`config.mk`:
```
export PLATFORM = sky130hd
export DESIGN_NAME = pirq_flag_bank
export DESIGN_NICKNAME = d
export VERILOG_FILES = /design/src/rtl/pirq_pkg.sv /design/src/rtl/pirq_flag_bank.sv
export VERILOG_INCLUDE_DIRS = /design/src /design/src/rtl
export SDC_FILE = /design/constraint.sdc
export NUM_CORES = 1
export LEC_CHECK = 0
export BUFFER_PORTS_ARGS = -buffer_cell sky130_fd_sc_hd__buf_2
export CORE_ASPECT_RATIO = 1.25
export CORE_MARGIN = 2
export CORE_UTILIZATION = 50
export CTS_CLUSTER_SIZE = 12
export DETAILED_ROUTE_END_ITERATION = 10
export GPL_ROUTABILITY_DRIVEN = 0
export MAX_ROUTING_LAYER = met4
export PLACE_DENSITY = 0.88
export SYNTH_ARGS = -nofsm -noshare
export SYNTH_HDL_FRONTEND = slang
export SYNTH_SLANG_ARGS = --single-unit
```
`constraint.sdc`:
```
create_clock -name mclk_i -period 2.6 [get_ports mclk_i]
set_input_delay 0.39 -clock mclk_i [delete_from_list [all_inputs] [get_ports mclk_i]]
set_output_delay 0.39 -clock mclk_i [all_outputs]
set_load 0.005 [all_outputs]
```
`src/rtl/pirq_consts.svh`:
```
`ifndef PIRQ_CONSTS_SVH
`define PIRQ_CONSTS_SVH

// Register indices on the plain register port.
`define PIRQ_ADDR_W        3
`define PIRQ_OFF_FLAGS1    3'h0
`define PIRQ_OFF_FLAGS2    3'h1
`define PIRQ_OFF_FLAGS3    3'h2
`define PIRQ_OFF_FLAGS4    3'h3
`define PIRQ_OFF_MASK1     3'h4
`define PIRQ_OFF_MASK2     3'h5
`define PIRQ_OFF_MASK3     3'h6
`define PIRQ_OFF_MASK4     3'h7

// Implemented bits of each flag register.
`define PIRQ_IMPL1_LARGE   8'hFF
`define PIRQ_IMPL2_LARGE   8'hF9
`define PIRQ_IMPL2_SMALL   8'hF8
`define PIRQ_IMPL3_LARGE   8'h3A
`define PIRQ_IMPL4_LARGE   8'h03
`define PIRQ_IMPL_NONE     8'h00

// Bits of the first flag register that software cannot write.
`define PIRQ_RO1           8'h30

// Field positions.
`define PIRQ_B1_TMR1_GATE  7
`define PIRQ_B1_CONV_DONE  6
`define PIRQ_B1_SER_RX     5
`define PIRQ_B1_SER_TX     4
`define PIRQ_B1_SYNC1      3
`define PIRQ_B1_CAP1       2
`define PIRQ_B1_TMR2       1
`define PIRQ_B1_TMR1_OVF   0
`define PIRQ_B2_OSC_FAIL   7
`define PIRQ_B2_CMP2       6
`define PIRQ_B2_CMP1       5
`define PIRQ_B2_EE_DONE    4
`define PIRQ_B2_COLL1      3
`define PIRQ_B2_CAP2       0
`define PIRQ_B3_CAP4       5
`define PIRQ_B3_CAP3       4
`define PIRQ_B3_TMR6       3
`define PIRQ_B3_TMR4       1
`define PIRQ_B4_COLL2      1
`define PIRQ_B4_SYNC2      0

`define PIRQ_FLAGS_RST     8'h00
`define PIRQ_MASK_RST      8'h00

`endif

```
`src/rtl/pirq_pkg.sv`:
```
package pirq_pkg;
    typedef logic [7:0] pirq_byte_t;
    typedef logic [3:0][7:0] pirq_bank_t;
endpackage

```
`src/rtl/pirq_flag_bank.sv`:
```
`timescale 1ns/1ps
`include "pirq_consts.svh"
// Functional notes
// Each flag sets when its source event occurs, regardless of any enable bit.
// Software should clear a flag before enabling that interrupt.
// Flag register 1 holds timer1 gate, converter, serial rx, serial tx, sync port1, capture1, timer2, timer1 ovf.
// The serial rx and tx flags at bits 5 and 4 are read-only and ignore writes.
// Flag register 2 holds osc fail, comp2, comp1, eeprom done, port1 collision at bits 7..3; bits 2-1 read zero.
// Bit 0 of flag register 2 is the capture2 flag, present on the large variant only.
// Flag register 3 holds capture4, capture3, timer6, timer4 at bits 5,4,3,1; others read zero.
// Flag registers 3 and 4 exist only on the large variant.
// Every implemented flag clears to zero on any reset.
// A one means pending, a zero means idle, and a flag holds until software clears it.
// Flag register 4 holds port2 collision at bit 1 and sync port2 at bit 0; bits 7-2 read zero.
// Software must set the peripheral enable in the global control before any interrupt is raised.
// A set event in the same cycle as a software clear wins, so no event is lost.
module pirq_flag_bank #(
    parameter bit LARGE_VARIANT = 1'b1
) (
    // Clock and reset.
    input  wire logic                     mclk_i,
    input  wire logic                     rst_i,
    // Register port.
    input  wire logic [`PIRQ_ADDR_W-1:0]  addr_i,
    input  wire logic [7:0]               wdata_i,
    input  wire logic                     wr_i,
    input  wire logic                     rd_i,
    output logic      [7:0]               rdata_o,
    // Peripheral event pulses, one bit per flag position.
    input  wire logic [7:0]               evt1_i,
    input  wire logic [7:0]               evt2_i,
    input  wire logic [7:0]               evt3_i,
    input  wire logic [7:0]               evt4_i,
    // Global gating and interrupt.
    input  wire logic                     peripheral_irq_enable_i,
    output logic                          irq_o
);

    logic [7:0]           flags_reg [4];
    logic [7:0]           mask_reg [4];
    logic [3:0]           pend_bits;
    pirq_pkg::pirq_bank_t impl;
    pirq_pkg::pirq_bank_t wmask;
    pirq_pkg::pirq_bank_t evt;
    logic [7:0]           rdata_next;
    logic                 is_flag;
    logic [1:0]           idx;

    // Named views of the individual request flags.
    logic                 timer1_gate_flag;
    logic                 converter_done_flag;
    logic                 serial_rx_flag;
    logic                 serial_tx_flag;
    logic                 sync_port1_flag;
    logic                 capture_unit1_flag;
    logic                 timer2_match_flag;
    logic                 timer1_overflow_flag;
    logic                 osc_fail_flag;
    logic                 comparator2_flag;
    logic                 comparator1_flag;
    logic                 eeprom_write_done_flag;
    logic                 port1_collision_flag;
    logic                 capture_unit2_flag;
    logic                 capture_unit4_flag;
    logic                 capture_unit3_flag;
    logic                 timer6_match_flag;
    logic                 timer4_match_flag;
    logic                 port2_collision_flag;
    logic                 sync_port2_flag;

    // Which bits physically exist depends on the variant.
    always_comb begin
        impl[0] = `PIRQ_IMPL1_LARGE;
        impl[1] = LARGE_VARIANT ? `PIRQ_IMPL2_LARGE : `PIRQ_IMPL2_SMALL;
        impl[2] = LARGE_VARIANT ? `PIRQ_IMPL3_LARGE : `PIRQ_IMPL_NONE;
        impl[3] = LARGE_VARIANT ? `PIRQ_IMPL4_LARGE : `PIRQ_IMPL_NONE;
        wmask    = impl;
        wmask[0] = impl[0] & ~`PIRQ_RO1;
        evt[0]  = evt1_i;
        evt[1]  = evt2_i;
        evt[2]  = evt3_i;
        evt[3]  = evt4_i;
    end

    assign is_flag = (addr_i[2] == 1'b0);
    assign idx     = addr_i[1:0];

    genvar g;
    generate
        for (g = 0; g < 4; g++) begin : g_reg
            logic [7:0] clr;
            // Write-one-to-clear on flag registers; read-only bits never take part in a clear.
            assign clr = (wr_i && is_flag && idx == 2'(g)) ? (wdata_i & wmask[g]) : 8'h00;
            assign pend_bits[g] = |(flags_reg[g] & mask_reg[g]);

            // Hardware events set regardless of masks; set wins over clear.
            always_ff @(posedge mclk_i or posedge rst_i) begin
                if (rst_i) begin
                    flags_reg[g] <= `PIRQ_FLAGS_RST;
                end else begin
                    flags_reg[g] <= ((flags_reg[g] & ~clr) | evt[g]) & impl[g];
                end
            end

            always_ff @(posedge mclk_i or posedge rst_i) begin
                if (rst_i) begin
                    mask_reg[g] <= `PIRQ_MASK_RST;
                end else if (wr_i && !is_flag && idx == 2'(g)) begin
                    mask_reg[g] <= wdata_i & impl[g];
                end
            end

            // A flag must follow its event by one cycle.
            flag_set_a: assert property (@(posedge mclk_i) disable iff (rst_i)
                (evt[g] & impl[g]) != 8'h00 |=> (flags_reg[g] & $past(evt[g] & impl[g])) == $past(evt[g] & impl[g]))
                else $error("Event did not set its flag.");

            // Absent bits never read one.
            flag_impl_a: assert property (@(posedge mclk_i) disable iff (rst_i)
                (flags_reg[g] & ~impl[g]) == 8'h00)
                else $error("Unimplemented flag bit set.");

            // With no write and no event a flag holds.
            flag_hold_a: assert property (@(posedge mclk_i) disable iff (rst_i)
                !wr_i && evt[g] == 8'h00 |=> flags_reg[g] == $past(flags_reg[g]))
                else $error("Flag changed without cause.");
        end
    endgenerate

    // Read data stand for one cycle after the strobe and are zero otherwise.
    always_comb begin
        rdata_next = 8'h00;
        if (rd_i) begin
            rdata_next = is_flag ? flags_reg[idx] : mask_reg[idx];
        end
    end

    always_ff @(posedge mclk_i or posedge rst_i) begin
        if (rst_i) begin
            rdata_o <= 8'h00;
        end else begin
            rdata_o <= rdata_next;
        end
    end

    always_ff @(posedge mclk_i or posedge rst_i) begin
        if (rst_i) begin
            irq_o <= 1'b0;
        end else begin
            irq_o <= peripheral_irq_enable_i && (pend_bits != 4'h0);
        end
    end

    ro_bits_a: assert property (@(posedge mclk_i) disable iff (rst_i)
        wr_i && addr_i == `PIRQ_OFF_FLAGS1 && evt1_i == 8'h00 && flags_reg[0][`PIRQ_B1_SER_RX]
        |=> flags_reg[0][`PIRQ_B1_SER_RX])
        else $error("Read-only receive flag was cleared.");

    set_wins_a: assert property (@(posedge mclk_i) disable iff (rst_i)
        wr_i && addr_i == `PIRQ_OFF_FLAGS1 && evt1_i[`PIRQ_B1_TMR1_GATE]
        |=> flags_reg[0][`PIRQ_B1_TMR1_GATE])
        else $error("Set lost against clear.");

    w1c_a: assert property (@(posedge mclk_i) disable iff (rst_i)
        wr_i && addr_i == `PIRQ_OFF_FLAGS1 && wdata_i[`PIRQ_B1_CONV_DONE] == 1'b1 && !evt1_i[`PIRQ_B1_CONV_DONE]
        |=> !flags_reg[0][`PIRQ_B1_CONV_DONE])
        else $error("Converter flag not cleared.");

    rd_data_a: assert property (@(posedge mclk_i) disable iff (rst_i)
        rd_i && addr_i == `PIRQ_OFF_FLAGS1 |=> rdata_o == $past(flags_reg[0]))
        else $error("Read data mismatch.");

    irq_gate_a: assert property (@(posedge mclk_i) disable iff (rst_i)
        !peripheral_irq_enable_i |=> !irq_o)
        else $error("Interrupt raised without peripheral enable.");

    small_var_a: assert property (@(posedge mclk_i) disable iff (rst_i)
        !LARGE_VARIANT |-> flags_reg[2] == 8'h00 && flags_reg[3] == 8'h00 && !flags_reg[1][`PIRQ_B2_CAP2])
        else $error("Large-variant flag present on small variant.");

    // Named views of the individual request flags.
    assign timer1_gate_flag       = flags_reg[0][`PIRQ_B1_TMR1_GATE];
    assign converter_done_flag    = flags_reg[0][`PIRQ_B1_CONV_DONE];
    assign serial_rx_flag         = flags_reg[0][`PIRQ_B1_SER_RX];
    assign serial_tx_flag         = flags_reg[0][`PIRQ_B1_SER_TX];
    assign sync_port1_flag        = flags_reg[0][`PIRQ_B1_SYNC1];
    assign capture_unit1_flag     = flags_reg[0][`PIRQ_B1_CAP1];
    assign timer2_match_flag      = flags_reg[0][`PIRQ_B1_TMR2];
    assign timer1_overflow_flag   = flags_reg[0][`PIRQ_B1_TMR1_OVF];
    assign osc_fail_flag          = flags_reg[1][`PIRQ_B2_OSC_FAIL];
    assign comparator2_flag       = flags_reg[1][`PIRQ_B2_CMP2];
    assign comparator1_flag       = flags_reg[1][`PIRQ_B2_CMP1];
    assign eeprom_write_done_flag = flags_reg[1][`PIRQ_B2_EE_DONE];
    assign port1_collision_flag   = flags_reg[1][`PIRQ_B2_COLL1];
    assign capture_unit2_flag     = flags_reg[1][`PIRQ_B2_CAP2];
    assign capture_unit4_flag     = flags_reg[2][`PIRQ_B3_CAP4];
    assign capture_unit3_flag     = flags_reg[2][`PIRQ_B3_CAP3];
    assign timer6_match_flag      = flags_reg[2][`PIRQ_B3_TMR6];
    assign timer4_match_flag      = flags_reg[2][`PIRQ_B3_TMR4];
    assign port2_collision_flag   = flags_reg[3][`PIRQ_B4_COLL2];
    assign sync_port2_flag        = flags_reg[3][`PIRQ_B4_SYNC2];

    // Each source of the first register lands on its own bit.
    gate_set_a: assert property (@(posedge mclk_i) disable iff (rst_i)
        evt1_i[`PIRQ_B1_TMR1_GATE] |=> timer1_gate_flag)
        else $error("Timer1 gate flag not set.");

    conv_set_a: assert property (@(posedge mclk_i) disable iff (rst_i)
        evt1_i[`PIRQ_B1_CONV_DONE] |=> converter_done_flag)
        else $error("Converter flag not set.");

    rx_set_a: assert property (@(posedge mclk_i) disable iff (rst_i)
        evt1_i[`PIRQ_B1_SER_RX] |=> serial_rx_flag)
        else $error("Serial receive flag not set.");

    tx_set_a: assert property (@(posedge mclk_i) disable iff (rst_i)
        evt1_i[`PIRQ_B1_SER_TX] |=> serial_tx_flag)
        else $error("Serial transmit flag not set.");

    sync1_set_a: assert property (@(posedge mclk_i) disable iff (rst_i)
        evt1_i[`PIRQ_B1_SYNC1] |=> sync_port1_flag)
        else $error("Sync port 1 flag not set.");

    cap1_set_a: assert property (@(posedge mclk_i) disable iff (rst_i)
        evt1_i[`PIRQ_B1_CAP1] |=> capture_unit1_flag)
        else $error("Capture 1 flag not set.");

    match2_set_a: assert property (@(posedge mclk_i) disable iff (rst_i)
        evt1_i[`PIRQ_B1_TMR2] |=> timer2_match_flag)
        else $error("Timer2 match flag not set.");

    ovf_set_a: assert property (@(posedge mclk_i) disable iff (rst_i)
        evt1_i[`PIRQ_B1_TMR1_OVF] |=> timer1_overflow_flag)
        else $error("Timer1 overflow flag not set.");

    // Sources of the second register; the capture 2 bit only exists on the large variant.
    osc_set_a: assert property (@(posedge mclk_i) disable iff (rst_i)
        evt2_i[`PIRQ_B2_OSC_FAIL] |=> osc_fail_flag)
        else $error("Oscillator fail flag not set.");

    cmp2_set_a: assert property (@(posedge mclk_i) disable iff (rst_i)
        evt2_i[`PIRQ_B2_CMP2] |=> comparator2_flag)
        else $error("Comparator 2 flag not set.");

    cmp1_set_a: assert property (@(posedge mclk_i) disable iff (rst_i)
        evt2_i[`PIRQ_B2_CMP1] |=> comparator1_flag)
        else $error("Comparator 1 flag not set.");

    eeprom_set_a: assert property (@(posedge mclk_i) disable iff (rst_i)
        evt2_i[`PIRQ_B2_EE_DONE] |=> eeprom_write_done_flag)
        else $error("EEPROM write flag not set.");

    coll1_set_a: assert property (@(posedge mclk_i) disable iff (rst_i)
        evt2_i[`PIRQ_B2_COLL1] |=> port1_collision_flag)
        else $error("Port 1 collision flag not set.");

    cap2_set_a: assert property (@(posedge mclk_i) disable iff (rst_i)
        LARGE_VARIANT && evt2_i[`PIRQ_B2_CAP2] |=> capture_unit2_flag)
        else $error("Capture 2 flag not set.");

    // Sources of the third register, large variant only.
    cap4_set_a: assert property (@(posedge mclk_i) disable iff (rst_i)
        LARGE_VARIANT && evt3_i[`PIRQ_B3_CAP4] |=> capture_unit4_flag)
        else $error("Capture 4 flag not set.");

    cap3_set_a: assert property (@(posedge mclk_i) disable iff (rst_i)
        LARGE_VARIANT && evt3_i[`PIRQ_B3_CAP3] |=> capture_unit3_flag)
        else $error("Capture 3 flag not set.");

    match6_set_a: assert property (@(posedge mclk_i) disable iff (rst_i)
        LARGE_VARIANT && evt3_i[`PIRQ_B3_TMR6] |=> timer6_match_flag)
        else $error("Timer6 match flag not set.");

    match4_set_a: assert property (@(posedge mclk_i) disable iff (rst_i)
        LARGE_VARIANT && evt3_i[`PIRQ_B3_TMR4] |=> timer4_match_flag)
        else $error("Timer4 match flag not set.");

    // Sources of the fourth register, large variant only.
    coll2_set_a: assert property (@(posedge mclk_i) disable iff (rst_i)
        LARGE_VARIANT && evt4_i[`PIRQ_B4_COLL2] |=> port2_collision_flag)
        else $error("Port 2 collision flag not set.");

    sync2_set_a: assert property (@(posedge mclk_i) disable iff (rst_i)
        LARGE_VARIANT && evt4_i[`PIRQ_B4_SYNC2] |=> sync_port2_flag)
        else $error("Sync port 2 flag not set.");

    // Register port and interrupt behaviour.
    tx_ro_a: assert property (@(posedge mclk_i) disable iff (rst_i)
        wr_i && addr_i == `PIRQ_OFF_FLAGS1 && serial_tx_flag |=> serial_tx_flag)
        else $error("Read-only transmit flag was cleared.");

    unimpl2_rd_a: assert property (@(posedge mclk_i) disable iff (rst_i)
        rd_i && addr_i == `PIRQ_OFF_FLAGS2 |=> (rdata_o & ~`PIRQ_IMPL2_LARGE) == 8'h00)
        else $error("Absent bit of flag register 2 read as one.");

    unimpl3_rd_a: assert property (@(posedge mclk_i) disable iff (rst_i)
        rd_i && addr_i == `PIRQ_OFF_FLAGS3 |=> (rdata_o & ~`PIRQ_IMPL3_LARGE) == 8'h00)
        else $error("Absent bit of flag register 3 read as one.");

    unimpl4_rd_a: assert property (@(posedge mclk_i) disable iff (rst_i)
        rd_i && addr_i == `PIRQ_OFF_FLAGS4 |=> (rdata_o & ~`PIRQ_IMPL4_LARGE) == 8'h00)
        else $error("Absent bit of flag register 4 read as one.");

    idle_rd_a: assert property (@(posedge mclk_i) disable iff (rst_i)
        !rd_i |=> rdata_o == 8'h00)
        else $error("Read data present without a read.");

    mask_rd_a: assert property (@(posedge mclk_i) disable iff (rst_i)
        rd_i && addr_i[2] |=> rdata_o == $past(mask_reg[addr_i[1:0]]))
        else $error("Mask read data mismatch.");

    mask_wr_a: assert property (@(posedge mclk_i) disable iff (rst_i)
        wr_i && addr_i == `PIRQ_OFF_MASK2 |=> mask_reg[1] == ($past(wdata_i) & impl[1]))
        else $error("Mask write did not land.");

    irq_set_a: assert property (@(posedge mclk_i) disable iff (rst_i)
        peripheral_irq_enable_i && pend_bits != 4'h0 |=> irq_o)
        else $error("Pending unmasked flag raised no interrupt.");

    irq_clear_a: assert property (@(posedge mclk_i) disable iff (rst_i)
        pend_bits == 4'h0 |=> !irq_o)
        else $error("Interrupt raised with nothing pending.");

    clr_done_a: assert property (@(posedge mclk_i) disable iff (rst_i)
        wr_i && addr_i == `PIRQ_OFF_FLAGS2 && evt2_i == 8'h00 |=> (flags_reg[1] & $past(wdata_i)) == 8'h00)
        else $error("Written one did not clear its flag.");

    clr_keep_a: assert property (@(posedge mclk_i) disable iff (rst_i)
        wr_i && addr_i == `PIRQ_OFF_FLAGS2 && evt2_i == 8'h00 |=> flags_reg[1] == $past(flags_reg[1] & ~wdata_i))
        else $error("Written zero changed a flag.");

    osc_wins_a: assert property (@(posedge mclk_i) disable iff (rst_i)
        wr_i && addr_i == `PIRQ_OFF_FLAGS2 && evt2_i[`PIRQ_B2_OSC_FAIL] |=> osc_fail_flag)
        else $error("Oscillator fail set lost against clear.");

    flags3_rd_a: assert property (@(posedge mclk_i) disable iff (rst_i)
        rd_i && addr_i == `PIRQ_OFF_FLAGS3 |=> rdata_o == $past(flags_reg[2]))
        else $error("Flag register 3 read data mismatch.");

    flags4_rd_a: assert property (@(posedge mclk_i) disable iff (rst_i)
        rd_i && addr_i == `PIRQ_OFF_FLAGS4 |=> rdata_o == $past(flags_reg[3]))
        else $error("Flag register 4 read data mismatch.");

endmodule

```
### After elaboration in Yosys (flattened, before gate mapping)

Cells that the tools add are included.

| cells by class | value |
|---|---|
| order comparisons | 1 |
| eq/ne operators | 3 |
| muxes and demuxes | 12 |
| bitwise operators | 18 |
| reductions and logical operators | 17 |

Operator list:

| operator | number |
|---|---|
| $mux 8 | 8 |
| $and 8x8->8 | 4 |
| $bmux 8 s2 | 2 |
| $reduce_or 8->1 | 4 |
| $not 8->8 | 2 |
| $or 8x8->8 | 2 |
| $and 6x6->6 | 2 |
| $logic_and 1x1->1 | 11 |
| $mux 6 | 1 |
| $not 6->6 | 1 |
| $or 6x6->6 | 1 |
| $and 2x2->2 | 2 |
| $eq 2x2->1 const B | 2 |
| $reduce_bool 4->1 | 1 |
| $ge 3x3->1 const B | 1 |
| $not 2->3 | 1 |
| $eq 2x1->1 const B | 1 |
| $logic_not 2->1 | 1 |
| $mux 2 | 1 |
| $not 2->2 | 1 |
| $or 2x2->2 | 1 |
| $not 1->1 | 1 |

| word-level totals | value |
|---|---|
| register bits after elaboration | 49 |
| output and inout bits | 9 |
| word-level logic and storage cells | 61 |

### Longest topological paths before layout

| depth | value |
|---|---|
| word-level depth | 7 |
| mapped depth | 5 |

### Least setup slack after synthesis

OpenSTA, ideal clock, no wires.

| path | value |
|---|---|
| path kind | input to register |
| start point | in addr_i[2] |
| end point | reg rdata_o[7] |
| library setup time | 126 ps |
| arrival | 1212 ps |
| path slack | 1262 ps |
| stages on the path | 3 |
| cells stage by stage | buf_2 > mux4_2 > nor3b_1 |

| on the way | value |
|---|---|
| word-level cells in the longest chain between the ends | 2 |

RTL lines:

| what | RTL line | RTL |
|---|---|---|
| start, declared | pirq_flag_bank.sv:24 | `` input wire logic [`PIRQ_ADDR_W-1:0] addr_i, `` |
| $mux 8 | pirq_flag_bank.sv:134 | `rdata_next = is_flag ? flags_reg[idx] : mask_reg[idx];` |
| $mux 8 | pirq_flag_bank.sv:133 | `if (rd_i) begin` |
| via rdata_next[7] | pirq_flag_bank.sv:45 | `logic [7:0] rdata_next;` |
| end signal, assigned | pirq_flag_bank.sv:142 | `rdata_o <= rdata_next;` |
| end, declared | pirq_flag_bank.sv:28 | `output logic [7:0] rdata_o,` |

The timed path passes the listed nets, and every way through them passes these cells.
A chain may end at the register's enable or synchronous reset.

### Worst setup path in the final report

| path | value |
|---|---|
| start point | in addr_i[1] |
| end point | reg flags_reg[11] in the netlist's numbering |

| on the way | value |
|---|---|
| word-level cells in the longest chain between the ends | 6 |

RTL lines:

| what | RTL line | RTL |
|---|---|---|
| $eq 2x2->1 | pirq_flag_bank.sv:93 | `assign clr = (wr_i && is_flag && idx == 2'(g)) ? (wdata_i & wmask[g]) : 8'h00;` |
| $logic_and 1x1->1 | pirq_flag_bank.sv:93 |  |
| $mux 6 | pirq_flag_bank.sv:93 |  |
| $not 6->6 | pirq_flag_bank.sv:101 | `flags_reg[g] <= ((flags_reg[g] & ~clr) \| evt[g]) & impl[g];` |
| $and 6x6->6 | pirq_flag_bank.sv:101 |  |
| $or 6x6->6 | pirq_flag_bank.sv:101 |  |
| end signal, assigned by index | pirq_flag_bank.sv:99 | `` flags_reg[g] <= `PIRQ_FLAGS_RST; `` |
| end signal, assigned by index | pirq_flag_bank.sv:101 |  |
| end, declared | pirq_flag_bank.sv:39 | `logic [7:0] flags_reg [4];` |

Every way passes these cells.

==> flow_summary.html <==
<table>
<tr><th>Metric</th><th>Value</th></tr>
<tr><th colspan="2">Synth</th></tr>
<tr><td>Dominant cells by area after synthesis</td><td>dfrtp_1, mux2_2, a21o_1</td></tr>
<tr><td>Fraction of registers with async set or reset after synthesis</td><td>100%</td></tr>
<tr><td>Cell area after synthesis</td><td>2270 um^2</td></tr>
<tr><td>Portion of synthesized cell area occupied by the leading cell type</td><td>53.9%</td></tr>
<tr><td>Count of unique library cells instantiated by Yosys</td><td>34</td></tr>
<tr><td>Number of register bits inferred by synthesis</td><td>49</td></tr>
<tr><td>Net Count, Synth</td><td>228</td></tr>
<tr><td>Ys flop type</td><td>dfrtp_1</td></tr>
<tr><td>Number of synthesized flops with an enable pin</td><td>0</td></tr>
<tr><td>Part of the Yosys area used for sequential elements</td><td>53.9%</td></tr>
<tr><td>Number of standard cells after synthesis</td><td>180</td></tr>
<tr><td>Leading area contributor after synthesis</td><td>dfrtp_1</td></tr>
<tr><td>Synthesized area per cell</td><td>12.6 um^2</td></tr>
<tr><td>Number of warning messages in the yosys log</td><td>0</td></tr>
<tr><th colspan="2">Timing</th></tr>
<tr><td>Final critical-path setup slack</td><td>979 ps</td></tr>
<tr><td>Final Slew Violations</td><td>0</td></tr>
<tr><td>Post-layout min period</td><td>1620 ps</td></tr>
<tr><td>Worst hold margin</td><td>47.6 ps</td></tr>
<tr><td>Max transition margin</td><td>57.7%</td></tr>
<tr><td>Setup violators final</td><td>0</td></tr>
<tr><td>Total count of hold-check failures in the final report</td><td>0</td></tr>
<tr><td>Post-Route Skew</td><td>8.67 ps</td></tr>
<tr><td>Maximum clock rate</td><td>0.617 GHz</td></tr>
<tr><td>Unrepaired setup endpoints after global routing</td><td>no</td></tr>
<tr><td>Setup TNS Final</td><td>0 ps</td></tr>
<tr><td>Actual transition at the worst max-transition pin</td><td>631 ps</td></tr>
<tr><td>Post-route clock period utilization</td><td>62.4%</td></tr>
<tr><th colspan="2">Detailed routing</th></tr>
<tr><td>Total routed wire length on the met1 layer</td><td>1930 um</td></tr>
<tr><td>Wire length per cell after detailed routing</td><td>17.1 um</td></tr>
<tr><td>Met3 WL</td><td>304 um</td></tr>
<tr><td>Final WL</td><td>4860 um</td></tr>
<tr><td>Routed Antenna Nets</td><td>0</td></tr>
<tr><td>Number of DRC violations after detailed-routing iteration 0</td><td>80</td></tr>
<tr><td>Via-per-instance ratio</td><td>5.71</td></tr>
<tr><td>Count of unresolved DRC violations after routing</td><td>0</td></tr>
<tr><td>DRT Pass-1 Iters</td><td>4</td></tr>
<tr><td>DR WL met2</td><td>2490 um</td></tr>
<tr><td>Max layer used</td><td>met4</td></tr>
<tr><td>Vias after detailed routing</td><td>1623</td></tr>
<tr><th colspan="2">Finish</th></tr>
<tr><td>Final layout net count</td><td>273</td></tr>
<tr><td>Synth-to-Final Area Change</td><td>16.8%</td></tr>
<tr><td>Post-route design area</td><td>2660 um^2</td></tr>
<tr><td>Antenna Cells</td><td>0</td></tr>
<tr><td>Flip-flop count of the largest register, all copies and words added</td><td>20</td></tr>
<tr><td>Share of final-layout standard cells stronger than drive strength 1</td><td>37.6%</td></tr>
<tr><td>Filler Cell Count</td><td>359</td></tr>
<tr><th colspan="2">Clock network</th></tr>
<tr><td>Clk slew on worst S/H paths</td><td>90 ps</td></tr>
<tr><td>TritonCTS sink count</td><td>49</td></tr>
<tr><td>Clock tree from TritonCTS</td><td>yes</td></tr>
<tr><td>Number of setup buffers added after CTS</td><td>0</td></tr>
<tr><td>CTS Buf Count</td><td>5</td></tr>
<tr><td>Cell chosen for the clock root</td><td>clkbuf_8</td></tr>
<tr><td>Clock Path Buffers</td><td>2</td></tr>
<tr><td>Clock latency at the later pin of the worst-skew pair</td><td>310 ps</td></tr>
<tr><td>Number of buffers inserted for hold repair after clock tree synthesis</td><td>0</td></tr>
<tr><td>Number of H-tree branching levels</td><td>2</td></tr>
<tr><td>Cells resized by post-CTS repair</td><td>0</td></tr>
<tr><th colspan="2">Floorplanning</th></tr>
<tr><td>Total I/O pin count</td><td>57</td></tr>
<tr><td>Cell Rows</td><td>27</td></tr>
<tr><td>Horizontal extent of the die</td><td>64.3 um</td></tr>
<tr><td>Starting utilization of the core area</td><td>51.8%</td></tr>
<tr><td>CORE AREA</td><td>4390 um^2</td></tr>
<tr><td>DIE AREA</td><td>5110 um^2</td></tr>
<tr><td>Height of the die</td><td>79.4 um</td></tr>
<tr><th colspan="2">Setup path</th></tr>
<tr><td>Critical path startpoint category</td><td>input pin</td></tr>
<tr><td>Biggest cell delay along the critical path</td><td>430 ps</td></tr>
<tr><td>Crit Path Category</td><td>in2reg</td></tr>
<tr><td>Crit path required time</td><td>2810 ps</td></tr>
<tr><td>Critical-path maximum fanout</td><td>23</td></tr>
<tr><td>CP max stage cell</td><td>nor2b_1</td></tr>
<tr><td>Category of the worst setup path capture point</td><td>flop</td></tr>
<tr><td>Critical path arrival</td><td>1830 ps</td></tr>
<tr><td>Critical path cell sequence</td><td>buf_2 &gt; nor2b_1 &gt; and2_1 &gt; nand2_1 &gt; a21o_1</td></tr>
<tr><th colspan="2">Pwr</th></tr>
<tr><td>Power per standard cell area</td><td>685 nW/um^2</td></tr>
<tr><td>Leakage</td><td>1.12 nW</td></tr>
<tr><td>Peak supply drop</td><td>0.327 mV</td></tr>
<tr><td>Total chip power</td><td>1.82 mW</td></tr>
<tr><th colspan="2">GRT</th></tr>
<tr><td>Overflow left after global routing</td><td>0</td></tr>
<tr><td>Total track usage</td><td>21.5%</td></tr>
<tr><td>Vias in the first global route</td><td>1661</td></tr>
<tr><td>First-pass GRT wire length</td><td>7990 um</td></tr>
<tr><td>Initial antenna violation count</td><td>0</td></tr>
<tr><td>Pin count of the biggest net entering global routing</td><td>32</td></tr>
<tr><th colspan="2">Run</th></tr>
<tr><td>Max-cap viol count</td><td>0</td></tr>
<tr><th colspan="2">Placed design</th></tr>
<tr><td>Number of input and output port buffers inserted</td><td>44</td></tr>
<tr><td>Placed Instance Area</td><td>2520 um^2</td></tr>
<tr><td>Setup slack at placement</td><td>673 ps</td></tr>
<tr><td>Post-DP HPWL</td><td>3550 um</td></tr>
<tr><th colspan="2">Outcome</th></tr>
<tr><td>Result of the run</td><td>finished, final reports clean</td></tr>
<tr><th colspan="2">Worst hold path</th></tr>
<tr><td>Worst min-delay path category</td><td>in2async</td></tr>
</table>
## where the power goes
part           switching, mW  internal, mW
sequential            0.0637         0.847
combinational          0.120         0.145
clock                  0.257         0.387
## layout by cell type, fill, tap and decap left out, types with 5 or more instances in the layout
| master | synthesis | final |
|---|---|---|
| nand2_1 | 16 | 16 |
| clkbuf_8 | 0 | 5 |
| a22oi_1 | 5 | 5 |
| mux2_2 | 22 | 22 |
| a21o_1 | 18 | 18 |
| mux2i_1 | 9 | 9 |
| buf_2 | 2 | 44 |
| nor2_1 | 9 | 9 |
| a211oi_1 | 8 | 8 |
| dfrtp_1 | 49 | 49 |
## worst max-delay path, delay by kind of cell
family / cells / cell delay, ps
buffers and inverters: 1 / 350
and+or+nand+nor: 3 / 900
AOI/OAI and AO/OA: 1 / 180
## area by class of cell
type	instances	area (um^2)	area share, %
Inverter	2	7.51	0.283
Tap cell	58	72.6	2.73
Clock inverter	3	68.8	2.59
Multi-Input combinational cell	121	977	36.8
Clock buffer	5	68.8	2.59
Sequential cell	49	1230	46.2
Timing Repair Buffer	46	235	8.86
## path summary, 6_finish.rpt
path | from | to | slack [ps] | depth (start not counted)
min reg2reg | flags_reg[0] | flags_reg[0] | 520 | 1
max reg2reg | flags_reg[29] | irq_o | 1220 | 4
max | addr_i[1] | flags_reg[11] | 980 | 5
min | rst_i | rdata_o[1] | 50 | 2
min in group mclk_i | evt1_i[1] | flags_reg[25] | 250 | 2
max in group asynchronous | rst_i | flags_reg[29] | 1850 | 3
## cells in the mapped netlist (all sizes together), types with 3 or more instances
library cell	number
dfrtp	49
mux2	22
a21o	18
nand2	16
mux2i	9
nor2	9
a211oi	8
buf	8
a22oi	5
a221oi	4
nand4	4
a21oi	3
a22o	3
nor3b	3
## logic make-up after synthesis
group	share of synthesized area [%]
AO/OA/AOI/OAI	14.6
multiplexers	17.0
buffers and inverters	3.08
flip-flops	53.9
AND/OR/NAND/NOR	11.4
## per-stage QoR
| step | utilization (%) | cells |
|---|---|---|
| after floorplan | - | 180 |
| after global placement | 57.4 | 276 |
| after detailed placement | 57.4 | 276 |
| after CTS | 60.5 | 284 |
| after global routing | 60.5 | 284 |
| final | 60.5 | 284 |
## per-layer routing
layer | GRT usage (%) | up-vias
li1 | - | 760
met1 | 25.9 | 795
met2 | 34.7 | 58
met3 | 4.51 | 10
met4 | 10.0 | 0
met5 | - | -
Note: power is estimated with default switching activity, not from simulation.
